<file path="config.mk">
export PLATFORM = sky130hd
export DESIGN_NAME = ppmm_top
export DESIGN_NICKNAME = d
export VERILOG_FILES = /design/src/inc/ppmm_pkg.sv /design/src/hw/ppmm_fifo.sv /design/src/hw/ppmm_mode_dec.sv /design/src/hw/ppmm_top.sv
export SDC_FILE = /design/constraint.sdc
export NUM_CORES = 1
export LEC_CHECK = 0
export BUFFER_PORTS_ARGS = -buffer_cell sky130_fd_sc_hd__buf_2
export CAP_MARGIN = 10
export CORE_MARGIN = 10
export CORE_UTILIZATION = 55
export CTS_BUF_LIST = sky130_fd_sc_hd__clkbuf_4 sky130_fd_sc_hd__clkbuf_8 sky130_fd_sc_hd__clkbuf_16
export CTS_CLUSTER_DIAMETER = 30
export CTS_CLUSTER_SIZE = 14
export DETAILED_ROUTE_END_ITERATION = 6
export PLACE_DENSITY = 0.73
export SLEW_MARGIN = 20
export SYNTH_ARGS = -nofsm -noshare
export SYNTH_HDL_FRONTEND = slang
export SYNTH_SLANG_ARGS = --single-unit
</file>
<file path="constraint.sdc">
create_clock -name sys_clk -period 4.5 [get_ports sys_clk]
set_input_delay 0.225 -clock sys_clk [delete_from_list [all_inputs] [get_ports sys_clk]]
set_output_delay 0.225 -clock sys_clk [all_outputs]
set_load 0.1 [all_outputs]
</file>
<file path="src/inc/ppmm_pkg.sv">
// shared constants and types for the pixel port mux mode block
package ppmm_pkg;

  localparam int BUS_W      = 32;
  localparam int REG_AW     = 8;
  localparam int REG_DW     = 32;
  localparam int FIFO_DEPTH = 16;
  localparam int DIV_W      = 8;

  // register byte addresses
  localparam logic [7:0] ADDR_FIRST  = 8'h00;
  localparam logic [7:0] ADDR_SECOND = 8'h04;
  localparam logic [7:0] ADDR_STATUS = 8'h08;
  localparam logic [7:0] ADDR_PIXDIV = 8'h0C;
  localparam logic [7:0] ADDR_MODE   = 8'h10;

  // reset values: 24-bit direct color on a 32-bit bus
  localparam logic [7:0]       FIRST_RST  = 8'h06;
  localparam logic [7:0]       SECOND_RST = 8'h1B;
  localparam logic [DIV_W-1:0] PIXDIV_RST = 8'h00;

  // first control register codes
  localparam logic [7:0] MC1_DIR_888     = 8'h06;
  localparam logic [7:0] MC1_DIR_888_REV = 8'h07;
  localparam logic [7:0] MC1_DIR_565     = 8'h05;
  localparam logic [7:0] MC1_DIR_555     = 8'h04;
  localparam logic [7:0] MC1_DIR_664     = 8'h03;
  localparam logic [7:0] MC1_DIR_444     = 8'h01;
  localparam logic [7:0] MC1_TC_888      = 8'h46;
  localparam logic [7:0] MC1_TC_888_REV  = 8'h47;
  localparam logic [7:0] MC1_TC_565      = 8'h45;
  localparam logic [7:0] MC1_TC_555      = 8'h44;
  localparam logic [7:0] MC1_TC_664      = 8'h43;
  localparam logic [7:0] MC1_TC_444      = 8'h41;

  // second control register codes, legacy enable bit masked off
  localparam logic [6:0] MC2_BUS32_888   = 7'h1B;
  localparam logic [6:0] MC2_BUS16       = 7'h02;
  localparam logic [6:0] MC2_BUS32       = 7'h03;
  localparam logic [6:0] MC2_BUS16_444   = 7'h12;
  localparam logic [6:0] MC2_BUS32_444   = 7'h13;
  localparam int         LEGACY_EN_BIT   = 7;

  // status bits, write one to clear
  localparam int ST_CFG_ERR  = 0;
  localparam int ST_OVERFLOW = 1;

  // overlay bits per pixel
  localparam logic [3:0] OVL_NONE = 4'h0;
  localparam logic [3:0] OVL_555  = 4'h1;
  localparam logic [3:0] OVL_444  = 4'h4;
  localparam logic [3:0] OVL_888  = 4'h8;

  typedef enum logic [2:0] {
    FMT_888,
    FMT_565,
    FMT_555,
    FMT_664,
    FMT_444
  } ppmm_fmt_t;

  // fifo entry: fmt, true color, reversed, 32-bit bus, bus word
  localparam int ENTRY_W = 3 + 1 + 1 + 1 + BUS_W;

endpackage

</file>
<file path="src/hw/ppmm_fifo.sv">
// synchronous fifo with valid/ready on both sides
`timescale 1ns/1ns
module ppmm_fifo #(
  parameter int WIDTH = 8,
  parameter int DEPTH = 16
) (
  input  wire logic             sys_clk,
  input  wire logic             resetn,
  input  wire logic             in_valid,
  output logic                  in_ready,
  input  wire logic [WIDTH-1:0] in_data,
  output logic                  out_valid,
  input  wire logic             out_ready,
  output logic      [WIDTH-1:0] out_data
);
  localparam int AW = $clog2(DEPTH);

  logic [WIDTH-1:0] mem [DEPTH];
  logic [AW:0]      wr_ptr;
  logic [AW:0]      rd_ptr;
  wire              full;
  wire              empty;
  wire              do_wr;
  wire              do_rd;

  assign full      = (wr_ptr[AW] != rd_ptr[AW]) && (wr_ptr[AW-1:0] == rd_ptr[AW-1:0]);
  assign empty     = (wr_ptr == rd_ptr);
  assign in_ready  = !full;
  assign out_valid = !empty;
  assign do_wr     = in_valid && !full;
  assign do_rd     = out_ready && !empty;
  assign out_data  = mem[rd_ptr[AW-1:0]];

  always_ff @(posedge sys_clk) begin
    if (do_wr) begin
      mem[wr_ptr[AW-1:0]] <= in_data;
    end
  end

  always_ff @(posedge sys_clk) begin
    if (!resetn) begin
      wr_ptr <= '0;
      rd_ptr <= '0;
    end else begin
      if (do_wr) begin
        wr_ptr <= wr_ptr + 1'b1;
      end
      if (do_rd) begin
        rd_ptr <= rd_ptr + 1'b1;
      end
    end
  end
endmodule

</file>
<file path="src/hw/ppmm_mode_dec.sv">
// decodes the two mux control values into a pixel port mode
`timescale 1ns/1ns
module ppmm_mode_dec
  import ppmm_pkg::*;
(
  input  wire logic [7:0] first,
  input  wire logic [7:0] second,
  output logic            mode_ok,
  output ppmm_fmt_t       fmt,
  output logic            true_color,
  output logic            reversed,
  output logic            bus32,
  output logic [3:0]      ovl_bits
);
  wire [6:0] lo;
  wire       w16;
  wire       w16_444;
  wire       is_888;
  wire       is_565;
  wire       is_555;
  wire       is_664;
  wire       is_444;

  // bit 7 only gates the legacy port, so mode decode ignores it
  assign lo      = second[6:0];
  assign w16     = (lo == MC2_BUS16) || (lo == MC2_BUS32);
  assign w16_444 = (lo == MC2_BUS16_444) || (lo == MC2_BUS32_444);

  assign is_888 = (((first == MC1_DIR_888) || (first == MC1_DIR_888_REV))
                   && (lo == MC2_BUS32_888))
               || (((first == MC1_TC_888) || (first == MC1_TC_888_REV))
                   && (lo == MC2_BUS32));
  assign is_565 = ((first == MC1_DIR_565) || (first == MC1_TC_565)) && w16;
  assign is_555 = ((first == MC1_DIR_555) || (first == MC1_TC_555)) && w16;
  assign is_664 = ((first == MC1_DIR_664) || (first == MC1_TC_664)) && w16;
  assign is_444 = ((first == MC1_DIR_444) && w16_444)
               || ((first == MC1_TC_444) && w16);

  assign mode_ok    = is_888 || is_565 || is_555 || is_664 || is_444;
  assign fmt        = is_888 ? FMT_888 : is_565 ? FMT_565 : is_555 ? FMT_555 :
                      is_664 ? FMT_664 : FMT_444;
  assign true_color = first[6];
  assign reversed   = (first == MC1_DIR_888_REV) || (first == MC1_TC_888_REV);
  assign bus32      = is_888 || lo[0];
  assign ovl_bits   = true_color ? OVL_NONE : is_888 ? OVL_888 :
                      is_555 ? OVL_555 : is_444 ? OVL_444 : OVL_NONE;
endmodule

</file>
<file path="src/hw/ppmm_top.sv">
// pixel port input multiplexer: mode registers, load latching, pixel shift-out
//
// Decided for this implementation: the strobed register port and the address map.
`timescale 1ns/1ns
module ppmm_top
  import ppmm_pkg::*;
(
  input  wire logic              sys_clk,
  input  wire logic              resetn,
  input  wire logic [REG_AW-1:0] reg_addr,
  input  wire logic [REG_DW-1:0] reg_wdata,
  input  wire logic              reg_write,
  input  wire logic              reg_read,
  output logic      [REG_DW-1:0] reg_rdata,
  input  wire logic [BUS_W-1:0]  pixel_bus,
  input  wire logic              pixel_load_strobe,
  input  wire logic              pixel_ready,
  output logic                   pixel_valid,
  output logic      [7:0]        pixel_red,
  output logic      [7:0]        pixel_green,
  output logic      [7:0]        pixel_blue,
  output logic      [7:0]        pixel_overlay,
  output logic                   pixel_true_color,
  output logic                   legacy_port_en,
  output logic                   config_error
);

  ////////////////////////////////////////////////////////////////////////////
  // register port

  logic [7:0]       mux_control_first;
  logic [7:0]       mux_control_second;
  logic [DIV_W-1:0] pixel_div;
  logic             sticky_cfg_err;
  logic             sticky_overflow;

  ppmm_fmt_t        act_fmt;
  logic             act_true;
  logic             act_rev;
  logic             act_bus32;
  logic [3:0]       act_ovl;

  wire              wr_first;
  wire              wr_second;
  wire              wr_status;
  wire              wr_pixdiv;
  wire              wr_ctrl;
  wire [7:0]        cand_first;
  wire [7:0]        cand_second;

  wire              dec_ok;
  ppmm_fmt_t        dec_fmt;
  wire              dec_true;
  wire              dec_rev;
  wire              dec_bus32;
  wire [3:0]        dec_ovl;

  wire              set_cfg_err;
  wire              set_overflow;
  wire              clr_cfg_err;
  wire              clr_overflow;
  logic [REG_DW-1:0] rd_value;

  assign wr_first    = reg_write && (reg_addr == ADDR_FIRST);
  assign wr_second   = reg_write && (reg_addr == ADDR_SECOND);
  assign wr_status   = reg_write && (reg_addr == ADDR_STATUS);
  assign wr_pixdiv   = reg_write && (reg_addr == ADDR_PIXDIV);
  assign wr_ctrl     = wr_first || wr_second;

  // the mode is judged on the pair as it will stand after this write
  assign cand_first  = wr_first ? reg_wdata[7:0] : mux_control_first;
  assign cand_second = wr_second ? reg_wdata[7:0] : mux_control_second;

  ppmm_mode_dec u_dec (
    .first      (cand_first),
    .second     (cand_second),
    .mode_ok    (dec_ok),
    .fmt        (dec_fmt),
    .true_color (dec_true),
    .reversed   (dec_rev),
    .bus32      (dec_bus32),
    .ovl_bits   (dec_ovl)
  );

  assign set_cfg_err  = wr_ctrl && !dec_ok;
  assign clr_cfg_err  = wr_status && reg_wdata[ST_CFG_ERR];
  assign clr_overflow = wr_status && reg_wdata[ST_OVERFLOW];

  always_ff @(posedge sys_clk) begin
    if (!resetn) begin
      mux_control_first  <= FIRST_RST;
      mux_control_second <= SECOND_RST;
      pixel_div          <= PIXDIV_RST;
    end else begin
      if (wr_first) begin
        mux_control_first <= reg_wdata[7:0];
      end
      if (wr_second) begin
        mux_control_second <= reg_wdata[7:0];
      end
      if (wr_pixdiv) begin
        pixel_div <= reg_wdata[DIV_W-1:0];
      end
    end
  end

  // an unsupported pair leaves the running mode untouched
  always_ff @(posedge sys_clk) begin
    if (!resetn) begin
      act_fmt   <= FMT_888;
      act_true  <= 1'b0;
      act_rev   <= 1'b0;
      act_bus32 <= 1'b1;
      act_ovl   <= OVL_888;
    end else if (wr_ctrl && dec_ok) begin
      act_fmt   <= dec_fmt;
      act_true  <= dec_true;
      act_rev   <= dec_rev;
      act_bus32 <= dec_bus32;
      act_ovl   <= dec_ovl;
    end
  end

  // set wins over a clear in the same cycle
  always_ff @(posedge sys_clk) begin
    if (!resetn) begin
      sticky_cfg_err  <= 1'b0;
      sticky_overflow <= 1'b0;
    end else begin
      sticky_cfg_err  <= set_cfg_err || (sticky_cfg_err && !clr_cfg_err);
      sticky_overflow <= set_overflow || (sticky_overflow && !clr_overflow);
    end
  end

  always_comb begin
    rd_value = '0;
    if (reg_addr == ADDR_FIRST) begin
      rd_value[7:0] = mux_control_first;
    end else if (reg_addr == ADDR_SECOND) begin
      rd_value[7:0] = mux_control_second;
    end else if (reg_addr == ADDR_STATUS) begin
      rd_value[ST_CFG_ERR]  = sticky_cfg_err;
      rd_value[ST_OVERFLOW] = sticky_overflow;
    end else if (reg_addr == ADDR_PIXDIV) begin
      rd_value[DIV_W-1:0] = pixel_div;
    end else if (reg_addr == ADDR_MODE) begin
      rd_value[9:0] = {act_ovl, act_bus32, act_rev, act_true, act_fmt};
    end
  end

  always_ff @(posedge sys_clk) begin
    if (!resetn) begin
      reg_rdata <= '0;
    end else begin
      reg_rdata <= reg_read ? rd_value : '0;
    end
  end

  always_ff @(posedge sys_clk) begin
    if (!resetn) begin
      legacy_port_en <= 1'b0;
      config_error   <= 1'b0;
    end else begin
      legacy_port_en <= mux_control_second[LEGACY_EN_BIT];
      config_error   <= sticky_cfg_err;
    end
  end

  ////////////////////////////////////////////////////////////////////////////
  // pin synchronisers and load latching

  logic [BUS_W-1:0] bus_s1;
  logic [BUS_W-1:0] bus_s2;
  logic             strobe_s1;
  logic             strobe_s2;
  logic             strobe_s3;
  wire              load_edge;
  wire              fifo_in_ready;
  wire [ENTRY_W-1:0] fifo_in_data;

  // bus must hold steady a few cycles around the strobe edge
  always_ff @(posedge sys_clk) begin
    if (!resetn) begin
      bus_s1    <= '0;
      bus_s2    <= '0;
      strobe_s1 <= 1'b0;
      strobe_s2 <= 1'b0;
      strobe_s3 <= 1'b0;
    end else begin
      bus_s1    <= pixel_bus;
      bus_s2    <= bus_s1;
      strobe_s1 <= pixel_load_strobe;
      strobe_s2 <= strobe_s1;
      strobe_s3 <= strobe_s2;
    end
  end

  assign load_edge    = strobe_s2 && !strobe_s3;
  // the whole bus word is latched once; the ratio travels with it
  assign fifo_in_data = {act_fmt, act_true, act_rev, act_bus32, bus_s2};
  // no pin to stall the controller, so a load into a full fifo is lost
  assign set_overflow = load_edge && !fifo_in_ready;

  ////////////////////////////////////////////////////////////////////////////
  // load buffer

  wire               fifo_out_valid;
  wire               fifo_out_ready;
  wire [ENTRY_W-1:0] fifo_out_data;

  ppmm_fifo #(
    .WIDTH (ENTRY_W),
    .DEPTH (FIFO_DEPTH)
  ) u_fifo (
    .sys_clk   (sys_clk),
    .resetn    (resetn),
    .in_valid  (load_edge),
    .in_ready  (fifo_in_ready),
    .in_data   (fifo_in_data),
    .out_valid (fifo_out_valid),
    .out_ready (fifo_out_ready),
    .out_data  (fifo_out_data)
  );

  ////////////////////////////////////////////////////////////////////////////
  // pixel rate and shift-out

  logic [DIV_W-1:0]   div_cnt;
  wire                pix_tick;
  logic [ENTRY_W-1:0] sh_word;
  logic               sh_busy;
  logic               sh_grp;
  wire                sh_fire;
  wire                sh_two;
  wire                sh_last;
  ppmm_fmt_t          sh_fmt;
  wire                sh_true;
  wire                sh_rev;
  wire                sh_bus32;
  wire [31:0]         sh_pix;

  assign pix_tick = (div_cnt == pixel_div);

  always_ff @(posedge sys_clk) begin
    if (!resetn) begin
      div_cnt <= '0;
    end else begin
      div_cnt <= pix_tick ? '0 : div_cnt + 1'b1;
    end
  end

  assign sh_fmt         = ppmm_fmt_t'(sh_word[ENTRY_W-1 -: 3]);
  assign sh_true        = sh_word[BUS_W+2];
  assign sh_rev         = sh_word[BUS_W+1];
  assign sh_bus32       = sh_word[BUS_W];
  assign sh_two         = sh_bus32 && (sh_fmt != FMT_888);
  assign sh_fire        = sh_busy && pix_tick && pixel_ready;
  assign sh_last        = !sh_two || sh_grp;
  assign fifo_out_ready = !sh_busy;

  always_ff @(posedge sys_clk) begin
    if (!resetn) begin
      sh_word <= '0;
      sh_busy <= 1'b0;
      sh_grp  <= 1'b0;
    end else if (!sh_busy) begin
      if (fifo_out_valid) begin
        sh_word <= fifo_out_data;
        sh_busy <= 1'b1;
        sh_grp  <= 1'b0;
      end
    end else if (sh_fire) begin
      sh_grp  <= !sh_last;
      sh_busy <= !sh_last;
    end
  end

  // unpack one pixel group into overlay, red, green, blue (colours msb aligned, overlay right aligned)
  function automatic logic [31:0] unpack(input ppmm_fmt_t fmt, input logic rev,
                                         input logic tc, input logic [31:0] w,
                                         input logic grp);
    logic [15:0] h;
    logic [7:0]  o;
    logic [7:0]  r;
    logic [7:0]  g;
    logic [7:0]  b;
    h = grp ? w[31:16] : w[15:0];
    o = 8'h00;
    r = 8'h00;
    g = 8'h00;
    b = 8'h00;
    case (fmt)
      FMT_888: begin
        if (rev) begin
          b = w[31:24];
          g = w[23:16];
          r = w[15:8];
          o = w[7:0];
        end else begin
          o = w[31:24];
          r = w[23:16];
          g = w[15:8];
          b = w[7:0];
        end
      end
      FMT_565: begin
        r = {h[15:11], 3'h0};
        g = {h[10:5], 2'h0};
        b = {h[4:0], 3'h0};
      end
      FMT_555: begin
        o = {7'h00, h[15]};
        r = {h[14:10], 3'h0};
        g = {h[9:5], 3'h0};
        b = {h[4:0], 3'h0};
      end
      FMT_664: begin
        r = {h[15:10], 2'h0};
        g = {h[9:4], 2'h0};
        b = {h[3:0], 4'h0};
      end
      default: begin
        r = {h[15:12], 4'h0};
        g = {h[11:8], 4'h0};
        b = {h[7:4], 4'h0};
        o = {4'h0, h[3:0]};
      end
    endcase
    // true color modes carry no overlay
    if (tc) begin
      o = 8'h00;
    end
    return {o, r, g, b};
  endfunction

  assign sh_pix = unpack(sh_fmt, sh_rev, sh_true, sh_word[BUS_W-1:0], sh_grp);

  always_ff @(posedge sys_clk) begin
    if (!resetn) begin
      pixel_valid      <= 1'b0;
      pixel_overlay    <= 8'h00;
      pixel_red        <= 8'h00;
      pixel_green      <= 8'h00;
      pixel_blue       <= 8'h00;
      pixel_true_color <= 1'b0;
    end else begin
      pixel_valid <= sh_fire;
      if (sh_fire) begin
        pixel_overlay    <= sh_pix[31:24];
        pixel_red        <= sh_pix[23:16];
        pixel_green      <= sh_pix[15:8];
        pixel_blue       <= sh_pix[7:0];
        pixel_true_color <= sh_true;
      end
    end
  end

endmodule

</file>
==> impl_summary.log, run 1 <==
[metrics] category of the most critical setup path: flop to flop
[metrics] leakage power summed over all cells: 12.9 nW
[metrics] vias per std cell: 5.98
[metrics] Die Footprint: 67500 sq um
[metrics] critical path capture point type: flop
[metrics] total chip power: 0.0216 W
[metrics] overall via count from detail_route: 17679
[metrics] post-detail-place hpwl: 39000 microns
[metrics] top cells by count, synth: sky130_fd_sc_hd__edfxtp_1, sky130_fd_sc_hd__dfxtp_1, sky130_fd_sc_hd__mux4_2
[metrics] share of the yosys chip area belonging to registers: 0.707
[metrics] number of buffers inserted by port buffering: 99
[metrics] GRT overflow: 0
[metrics] crit path cell chain: xor2_1 > nor4_1 > buf_4 > a21oi_1 > nand2_1 > nor2_4 > buf_12
[metrics] remaining number of nets flagged by the antenna check after routing: 0
[metrics] CTS tree: done
[metrics] yosys synthesis warning count: 0
[metrics] Peak VDD IR: 0.557 mV
[metrics] transition time of the tightest slew-check pin: 1060 ps
[metrics] Critical Path RT: 4880 ps
[metrics] cell with the most instances after synthesis: sky130_fd_sc_hd__edfxtp_1
[metrics] library cell contributing the largest single delay on the critical path: sky130_fd_sc_hd__nor2_4
[metrics] placed cell count: 2645
[metrics] cell taking the most area after synthesis: sky130_fd_sc_hd__edfxtp_1
[metrics] post-synthesis mux area share: 0.158
[metrics] average detailed-routed wire length per instance: 25.7 microns
[metrics] antenna violations before repair: 3
[metrics] largest cells by area after synthesis: sky130_fd_sc_hd__edfxtp_1, sky130_fd_sc_hd__mux4_2, sky130_fd_sc_hd__dfxtp_1
[metrics] synthesized-area fraction occupied by adder cells: 0.00237
[metrics] Max Fclk: 0.294 GHz
[metrics] site row count: 87
[metrics] effective utilization at floorplan: 0.558
[metrics] number of standard cells after synthesis: 1875
[metrics] unrepaired setup endpoints after global routing: no
[metrics] number of pins with negative max-slew slack in the final report: 0
[metrics] buffer count from post-CTS setup fixing: 0
[metrics] xor and xnor fraction of the mapped netlist area: 0.00858
[metrics] number of enable flip-flop cells after synthesis: 608
[metrics] ratio of final minimum period to clock period: 0.757
[metrics] simple logic cell fraction of the synthesized area: 0.0669
[metrics] fill cell instance count of the final layout: 3639
[metrics] remaining max-slew budget at the tightest pin: 0.292
[metrics] htree depth: 4
[metrics] number of unique standard cell types used by synthesis: 69
[metrics] register clock-pin slew on the reported worst setup and hold paths: 50 ps
[metrics] area growth from synthesis to final layout: 20.9%
[metrics] clock sink total: 814
[metrics] sum of buffers and inverters on the critical path: 2
[metrics] fraction of layout instances using a drive strength above 1: 0.274
[metrics] utilization after layout: 0.674
[metrics] largest clock skew in the final design: 32.2 ps
[metrics] primary flip-flop cell chosen by synthesis mapping: sky130_fd_sc_hd__edfxtp_1
[metrics] tightest hold margin: 91.8 ps
[metrics] number of synthesized register bits: 814
[metrics] number of hold violations in the final report: 0
[metrics] Largest delay share family, worst path: simple AND/OR/NAND/NOR gates
[metrics] number of resized instances in the post-cts repair step: 0
[metrics] synthesized area: 31600 sq um
[metrics] root buf cell: sky130_fd_sc_hd__clkbuf_16
[metrics] worst-path fanout max: 25
[metrics] dominant combinational cell family by area after synthesis: multiplexers
[metrics] total global-route track usage: 0.229
[metrics] Iteration-0 DRC Markers: 1668
[metrics] clock buffer count from CTS: 132
[metrics] detailed-route wire length: 75800 microns
[metrics] count of maximum capacitance violations: 0
[metrics] fin crit period: 3410 ps
[metrics] post-synthesis compound-gate area fraction: 0.0356
[metrics] DRT Pass-1 Iters: 7
[metrics] wire length of the first global-routing pass: 115000 microns
[metrics] Chip Width: 260 microns
[metrics] clock latency on the worst-skew pair: 730 ps
[metrics] vias in the first global route: 18164
[metrics] net total in the final layout: 2175
[metrics] clock tree buffer depth: 3
[metrics] path class of the lowest-slack min-delay path: input pin to flop
[metrics] stage delay of the slowest cell on the critical path: 740 ps
[metrics] number of hold buffers added after cts: 67
[metrics] arrival time of the worst setup path: 3780 ps
[metrics] storage element area: 22400 sq um
[metrics] DRC viols: 0
[metrics] placer congestion estimate: 0.900
[metrics] status: finished clean
[metrics] Final setup violation count: 0
[metrics] Critical Path Source Type: flop
[metrics] largest net degree at the start of global routing: 156
[metrics] synthesized area per cell: 16.9 sq um
[metrics] ys async rst share: 0
[metrics] area used by multi-input combinational logic: 8790 sq um
[metrics] chip height: 260 microns
[metrics] Std-Cell Core Area: 56700 sq um
[metrics] Top-Level Pins: 146
[metrics] PwrDens: 564 nW/um^2
[metrics] final standard cell count with taps included and fillers excluded: 2955
[metrics] top cell type's share of synthesized area: 0.577
cell usage in the layout, fill, tap and decap left out, types with 16 or more instances in the layout:
cell                              n
sky130_fd_sc_hd__mux2i_1         47
sky130_fd_sc_hd__o21ai_0         25
sky130_fd_sc_hd__buf_2           98
sky130_fd_sc_hd__clkbuf_16      148
sky130_fd_sc_hd__xnor2_1         17
sky130_fd_sc_hd__edfxtp_1       608
sky130_fd_sc_hd__nor3_1          25
sky130_fd_sc_hd__mux2_2          20
sky130_fd_sc_hd__nor2_1          75
sky130_fd_sc_hd__clkbuf_4        21
sky130_fd_sc_hd__a21oi_1         86
sky130_fd_sc_hd__buf_4           24
sky130_fd_sc_hd__nand3_1         23
sky130_fd_sc_hd__and2_1          72
sky130_fd_sc_hd__clkinv_2        16
sky130_fd_sc_hd__nand2_1        151
sky130_fd_sc_hd__dfxtp_1        202
sky130_fd_sc_hd__conb_1          22
sky130_fd_sc_hd__mux4_2         190
sky130_fd_sc_hd__nor2b_1         17
sky130_fd_sc_hd__inv_1           16
sky130_fd_sc_hd__dlygate4sd3_1   67
report_power, final:
group | switching (W) | total (W) | leakage (nW) | internal (W)
Clock | 0.00355 | 0.0101 | 2.25 | 0.00659
Sequential | 0.000282 | 0.00850 | 7.23 | 0.00822
Combinational | 0.00163 | 0.00292 | 3.41 | 0.00129
Total | 0.00547 | 0.0216 | 12.9 | 0.0161
tightest hold or removal path: cells and delay by family:
kind                   cells  cell delay, ps
buffers and inverters      1             210
AO/OA/AOI/OAI              2             290
kinds of logic after synthesis:
kind of cell	after synthesis
adders and majority gates	6
xor gates and xnor gates	31
other	1
muxes	258
DFF	814
and+or+nand+nor	431
buffers and inverters	152
AOI/OAI and AO/OA	182
metal layers:
metal  GRT usage  share of wire
met3      0.0532          0.082
met2       0.370           0.50
met5           0              0
met1       0.299           0.39
met4      0.0864          0.025
sequential cells by signal, summed over array words and instances, names as in the netlist, 3 cells and up:
| name | count |
|---|---|
| u_fifo.mem | 608 |
| sh_word | 38 |
| bus_s1 | 32 |
| bus_s2 | 32 |
| reg_rdata | 10 |
| div_cnt | 8 |
| mux_control_first | 8 |
| mux_control_second | 8 |
| pixel_blue | 8 |
| pixel_div | 8 |
| pixel_green | 8 |
| pixel_overlay | 8 |
| pixel_red | 8 |
| u_fifo.rd_ptr | 5 |
| u_fifo.wr_ptr | 5 |
| act_fmt | 3 |
| act_ovl | 3 |
final cells by class:
| cell class | instances | area share |
|---|---|---|
| Multi-Input combinational cell | 930 | 0.230 |
| Antenna cell | 1 | 0.0000654 |
| Clock inverter | 70 | 0.0177 |
| Sequential cell | 814 | 0.585 |
| Clock buffer | 171 | 0.102 |
| Inverter | 17 | 0.00167 |
| Timing Repair Buffer | 196 | 0.0389 |
| Tap cell | 756 | 0.0247 |
metrics by stage:
stage,area [sq um],TNS [ps],setup slack [ps]
after floorplan,31700,-2160,-18.9
after global placement,33000,0,1220
after detailed placement,33000,0,1140
after CTS,38200,0,1100
after global routing,38200,0,859
final,38200,0,1090
final timing paths:
| check | from | to | slack [ps] | cells after the start |
|---|---|---|---|---|
| worst max register to register | u_fifo.wr_ptr[3] | u_fifo.mem[15][6] | 1090 | 7 |
| worst min register to register | bus_s1[31] | bus_s2[31] | 420 | 1 |
| worst min-delay path | reg_addr[4] | reg_rdata[0] | 90 | 3 |
| worst max-delay path | u_fifo.wr_ptr[3] | u_fifo.mem[15][6] | 1090 | 7 |
Note: power is estimated with default switching activity, not from simulation.
==> inputs of run 2 (changes only) <==
--- a/config.mk
+++ b/config.mk
@@ -5,6 +5,7 @@
 export SDC_FILE = /design/constraint.sdc
 export NUM_CORES = 1
 export LEC_CHECK = 0
+export ABC_AREA = 1
 export BUFFER_PORTS_ARGS = -buffer_cell sky130_fd_sc_hd__buf_2
 export CAP_MARGIN = 10
 export CORE_MARGIN = 10
==> constraint.sdc (replaced) <==
create_clock -name sys_clk -period 2.8 [get_ports sys_clk]
set_input_delay 0.14 -clock sys_clk [delete_from_list [all_inputs] [get_ports sys_clk]]
set_output_delay 0.14 -clock sys_clk [all_outputs]
set_load 0.1 [all_outputs]
==> run 2 against run 1 <==
Effect of this change:
- wire length rose by 17%
- sequential power rose by 62%
- global-route usage rose by 3.0 points
- non-clock buffer count rose by 46
- setup slack got worse by 880 ps
- clock power rose by 74%
- utilization rose by 0.64 points
- final cell count rose by 31%
- register-to-register slack got worse by 780 ps
- synthesized area rose by 0.96%
==> impl_summary.log, run 2 <==
[metrics] ys async rst share: 0 (unchanged)
[metrics] PnR worst setup slack: 209 ps (-885 ps)
[metrics] largest cells by area after synthesis: sky130_fd_sc_hd__edfxtp_1, sky130_fd_sc_hd__dfxtp_1, sky130_fd_sc_hd__o21ai_0
[metrics] cell type with the highest occurrence count on the critical path: sky130_fd_sc_hd__nand2_1
[metrics] Iteration-0 DRC Markers: 2607 (+56%)
[metrics] top cell type's share of synthesized area: 0.572 (-0.00547)
[metrics] count of maximum capacitance violations: 0 (unchanged)
[metrics] primary flip-flop cell chosen by synthesis mapping: sky130_fd_sc_hd__edfxtp_1
[metrics] leakage power summed over all cells: 14.9 nW (+15%)
[metrics] yosys synthesis warning count: 0 (unchanged)
[metrics] clock buffer count from CTS: 138 (+4.5%)
[metrics] Chip Width: 261 microns (+0.44%)
[metrics] PwrDens: 1000 nW/um^2 (+78%)
[metrics] overall via count from detail_route: 23343 (+32%)
[metrics] site row count: 88 (+1.1%)
[metrics] number of enable flip-flop cells after synthesis: 608 (unchanged)
[metrics] Final setup violation count: 0 (unchanged)
[metrics] detailed-route wire length: 88800 microns (+17%)
[metrics] Top-Level Pins: 146 (unchanged)
[metrics] net total in the final layout: 3087 (+42%)
[metrics] htree depth: 4 (unchanged)
[metrics] cell taking the most area after synthesis: sky130_fd_sc_hd__edfxtp_1
[metrics] largest clock skew in the final design: 33.9 ps (+1.71 ps)
[metrics] synthesized area: 31900 sq um (+0.96%)
[metrics] placer congestion estimate: 0.920 (+2.3%)
[metrics] stage delay of the slowest cell on the critical path: 600 ps (-140 ps)
[metrics] transition time of the tightest slew-check pin: 1100 ps (+40.5 ps)
[metrics] clock tree buffer depth: 3 (unchanged)
[metrics] cell depth of the worst min-delay path: 7 (+4)
[metrics] fraction of layout instances using a drive strength above 1: 0.160 (-0.115)
[metrics] number of cells traversed by the worst register-to-register path: 9 (+2)
[metrics] GRT overflow: 0 (unchanged)
[metrics] top cells by count, synth: sky130_fd_sc_hd__edfxtp_1, sky130_fd_sc_hd__nor2_1, sky130_fd_sc_hd__o21ai_0
[metrics] DRT Pass-1 Iters: 6 (-1)
[metrics] Critical Path Source Type: input pin
[metrics] category of the most critical setup path: input pin to flop
[metrics] summed negative setup slack over all endpoints: 0 ps (unchanged)
[metrics] remaining max-slew budget at the tightest pin: 0.263 (-0.0287)
[metrics] remaining number of nets flagged by the antenna check after routing: 0 (unchanged)
[metrics] fill cell instance count of the final layout: 3940 (+8.3%)
[metrics] Std-Cell Core Area: 57600 sq um (+1.5%)
[metrics] cell with the most instances after synthesis: sky130_fd_sc_hd__edfxtp_1
[metrics] number of flip-flops under the largest register name: 608 (unchanged)
[metrics] Placement Setup Slack: 371 ps (-769 ps)
[metrics] crit path cell chain: dlygate4sd3_1 > buf_2 > nor2_2 > dlygate4sd3_1 > nand2_4 > nor2_8 > buf_4 > nand3_1 > nand2_2 > inv_2 > nand2_1 > inv_2 > nand2_1 > nand2_1 > nand2_2 > nand2_1 > inv_2 > nand3_4 > nand2_4 > nand2_1 > nand2_1 > nor2_1
[metrics] clock latency on the worst-skew pair: 740 ps (about the same)
[metrics] library cell contributing the largest single delay on the critical path: sky130_fd_sc_hd__dlygate4sd3_1
[metrics] vias in the first global route: 22703 (+25%)
[metrics] commonest cells after routing, fill and taps aside: sky130_fd_sc_hd__edfxtp_1, sky130_fd_sc_hd__o21ai_0, sky130_fd_sc_hd__nor2_1
[metrics] area growth from synthesis to final layout: 22.7%
[metrics] total global-route track usage: 0.258 (+0.0295)
[metrics] vias per std cell: 6.01 (+0.46%)
[metrics] clock sink total: 814 (unchanged)
[metrics] average detailed-routed wire length per instance: 22.9 microns (-11%)
[metrics] unrepaired setup endpoints after global routing: no
[metrics] number of hold violations in the final report: 0 (unchanged)
[metrics] number of buffers inserted by port buffering: 99 (unchanged)
[metrics] number of synthesized register bits: 814 (unchanged)
[metrics] root buf cell: sky130_fd_sc_hd__clkbuf_16
[metrics] path class of the lowest-slack min-delay path: input pin to flop
[metrics] Max Fclk: 0.386 GHz
[metrics] most frequent standard cell in the layout excluding fill and tap cells: sky130_fd_sc_hd__edfxtp_1
[metrics] ratio of final minimum period to clock period: 0.925
[metrics] DRC viols: 0 (unchanged)
[metrics] CTS tree: done
[metrics] number of unique standard cell types used by synthesis: 48 (-30%)
[metrics] wire length of the first global-routing pass: 134000 microns (+16%)
[metrics] share of the yosys chip area belonging to registers: 0.701 (-0.00671)
[metrics] chip height: 261 microns (+0.44%)
[metrics] number of standard cells after synthesis: 2792 (+49%)
[metrics] arrival time of the worst setup path: 3190 ps (-590 ps)
[metrics] fin crit period: 2590 ps
[metrics] number of diodes: 0 (-1)
[metrics] register clock-pin slew on the reported worst setup and hold paths: 40 ps (about the same)
[metrics] Peak VDD IR: 0.835 mV (+50%)
[metrics] antenna violations before repair: 1 (-2)
[metrics] largest net degree at the start of global routing: 154 (-1.3%)
[metrics] effective utilization at floorplan: 0.555 (-0.00319)
[metrics] post-detail-place hpwl: 49300 microns (+27%)
[metrics] worst-path fanout max: 8 (-68%)
[metrics] number of pins with negative max-slew slack in the final report: 0 (unchanged)
[metrics] Die Footprint: 68100 sq um (+0.88%)
[metrics] status: finished clean
[metrics] critical path capture point type: flop
[metrics] tightest hold margin: 8.74 ps (-83.1 ps)
[metrics] synthesized area per cell: 11.4 sq um (-32%)
[metrics] Critical Path RT: 3400 ps (-1480 ps)
==> run 2: cell types whose count changed after synthesis, moves of 44 or more <==
cell,delta
sky130_fd_sc_hd__inv_1,+156
sky130_fd_sc_hd__and2_1,-72
sky130_fd_sc_hd__mux2i_1,-47
sky130_fd_sc_hd__clkbuf_1,+65
sky130_fd_sc_hd__o22ai_1,+89
sky130_fd_sc_hd__nand2_1,+134
sky130_fd_sc_hd__mux4_2,-190
sky130_fd_sc_hd__o221ai_1,+60
sky130_fd_sc_hd__o21ai_0,+385
sky130_fd_sc_hd__a221oi_1,+44
sky130_fd_sc_hd__nor2_1,+323
sky130_fd_sc_hd__nand3_1,+65
==> run 2: timing repair <==
item                       in CTS  in global routing
resized for setup               0                  2
setup endpoints to repair       0                  9
hold buffers                   56                  0
buffers inserted                0                 11
hold endpoints to repair      105                  0
==> run 2: where the power goes <==
| group | leakage, nW | switching [W] | internal (W) |
|---|---|---|---|
| Sequential | 7.35 | 0.000540 | 0.0133 |
| Combinational | 5.10 | 0.00567 | 0.00222 |
| Clock | 2.42 | 0.00598 | 0.0116 |
| Total | 14.9 | 0.0122 | 0.0271 |
==> run 2: metal layers <==
| layer | part of all wire | track usage | vias up |
|---|---|---|---|
| li1 | - | - | 10458 |
| met2 | 0.48 | 0.412 | 1382 |
| met5 | 0.00015 | 0 | - |
| met3 | 0.10 | 0.0537 | 214 |
| met4 | 0.035 | 0.119 | 2 |
| met1 | 0.39 | 0.338 | 11287 |
==> run 2: critical path: cells and delay by family <==
family / cells / cell delay, ps
and+or+nand+nor: 15 / 1410
buffers and inverters: 7 / 1630
==> run 2: path summary, 6_finish.rpt <==
path / start / to / slack [ps]
setup reg to reg: u_fifo.wr_ptr[3] / u_fifo.mem[13][10] / 310
setup / recovery: reg_addr[4] / act_ovl[2] / 210
hold reg to reg: bus_s1[17] / bus_s2[17] / 400
hold / removal: reg_addr[6] / mux_control_second[4] / 9
==> run 2: area by class of cell <==
type	count	area [sq um]	share of cell area
clock buffers	167	3740	0.0955
clock inverters	89	1190	0.0304
inverters	187	711	0.0181
multi-input cells	1620	8230	0.210
flip-flops and latches	814	22400	0.571
well taps	765	957	0.0244
repair buffers	242	1980	0.0504
==> run 2: cells by family (layout without fill, tap and decap cells) <==
group / count (synthesis) / count (layout) / share of synthesized area
compound gates: 736 / 736 / 0.136
xor+xnor: 9 / 9 / 0.00247
fa+ha+maj: 6 / 6 / 0.00235
buf+inv: 380 / 685 / 0.0484
flops: 814 / 814 / 0.701
other cells: 1 / 22 / 0.000117
simple gates: 846 / 847 / 0.110
==> run 2: metrics by stage <==
step	area [sq um]	total power [W]	utilization	cells
after global routing	39200	0.0407	0.681	3884
after detailed placement	33600	0.0216	0.584	3561
after global placement	33600	0.0214	0.584	3561
after floorplan	32000	0.0190	-	2813
final	39200	0.0393	0.681	3884
after CTS	39100	0.0392	0.679	3873
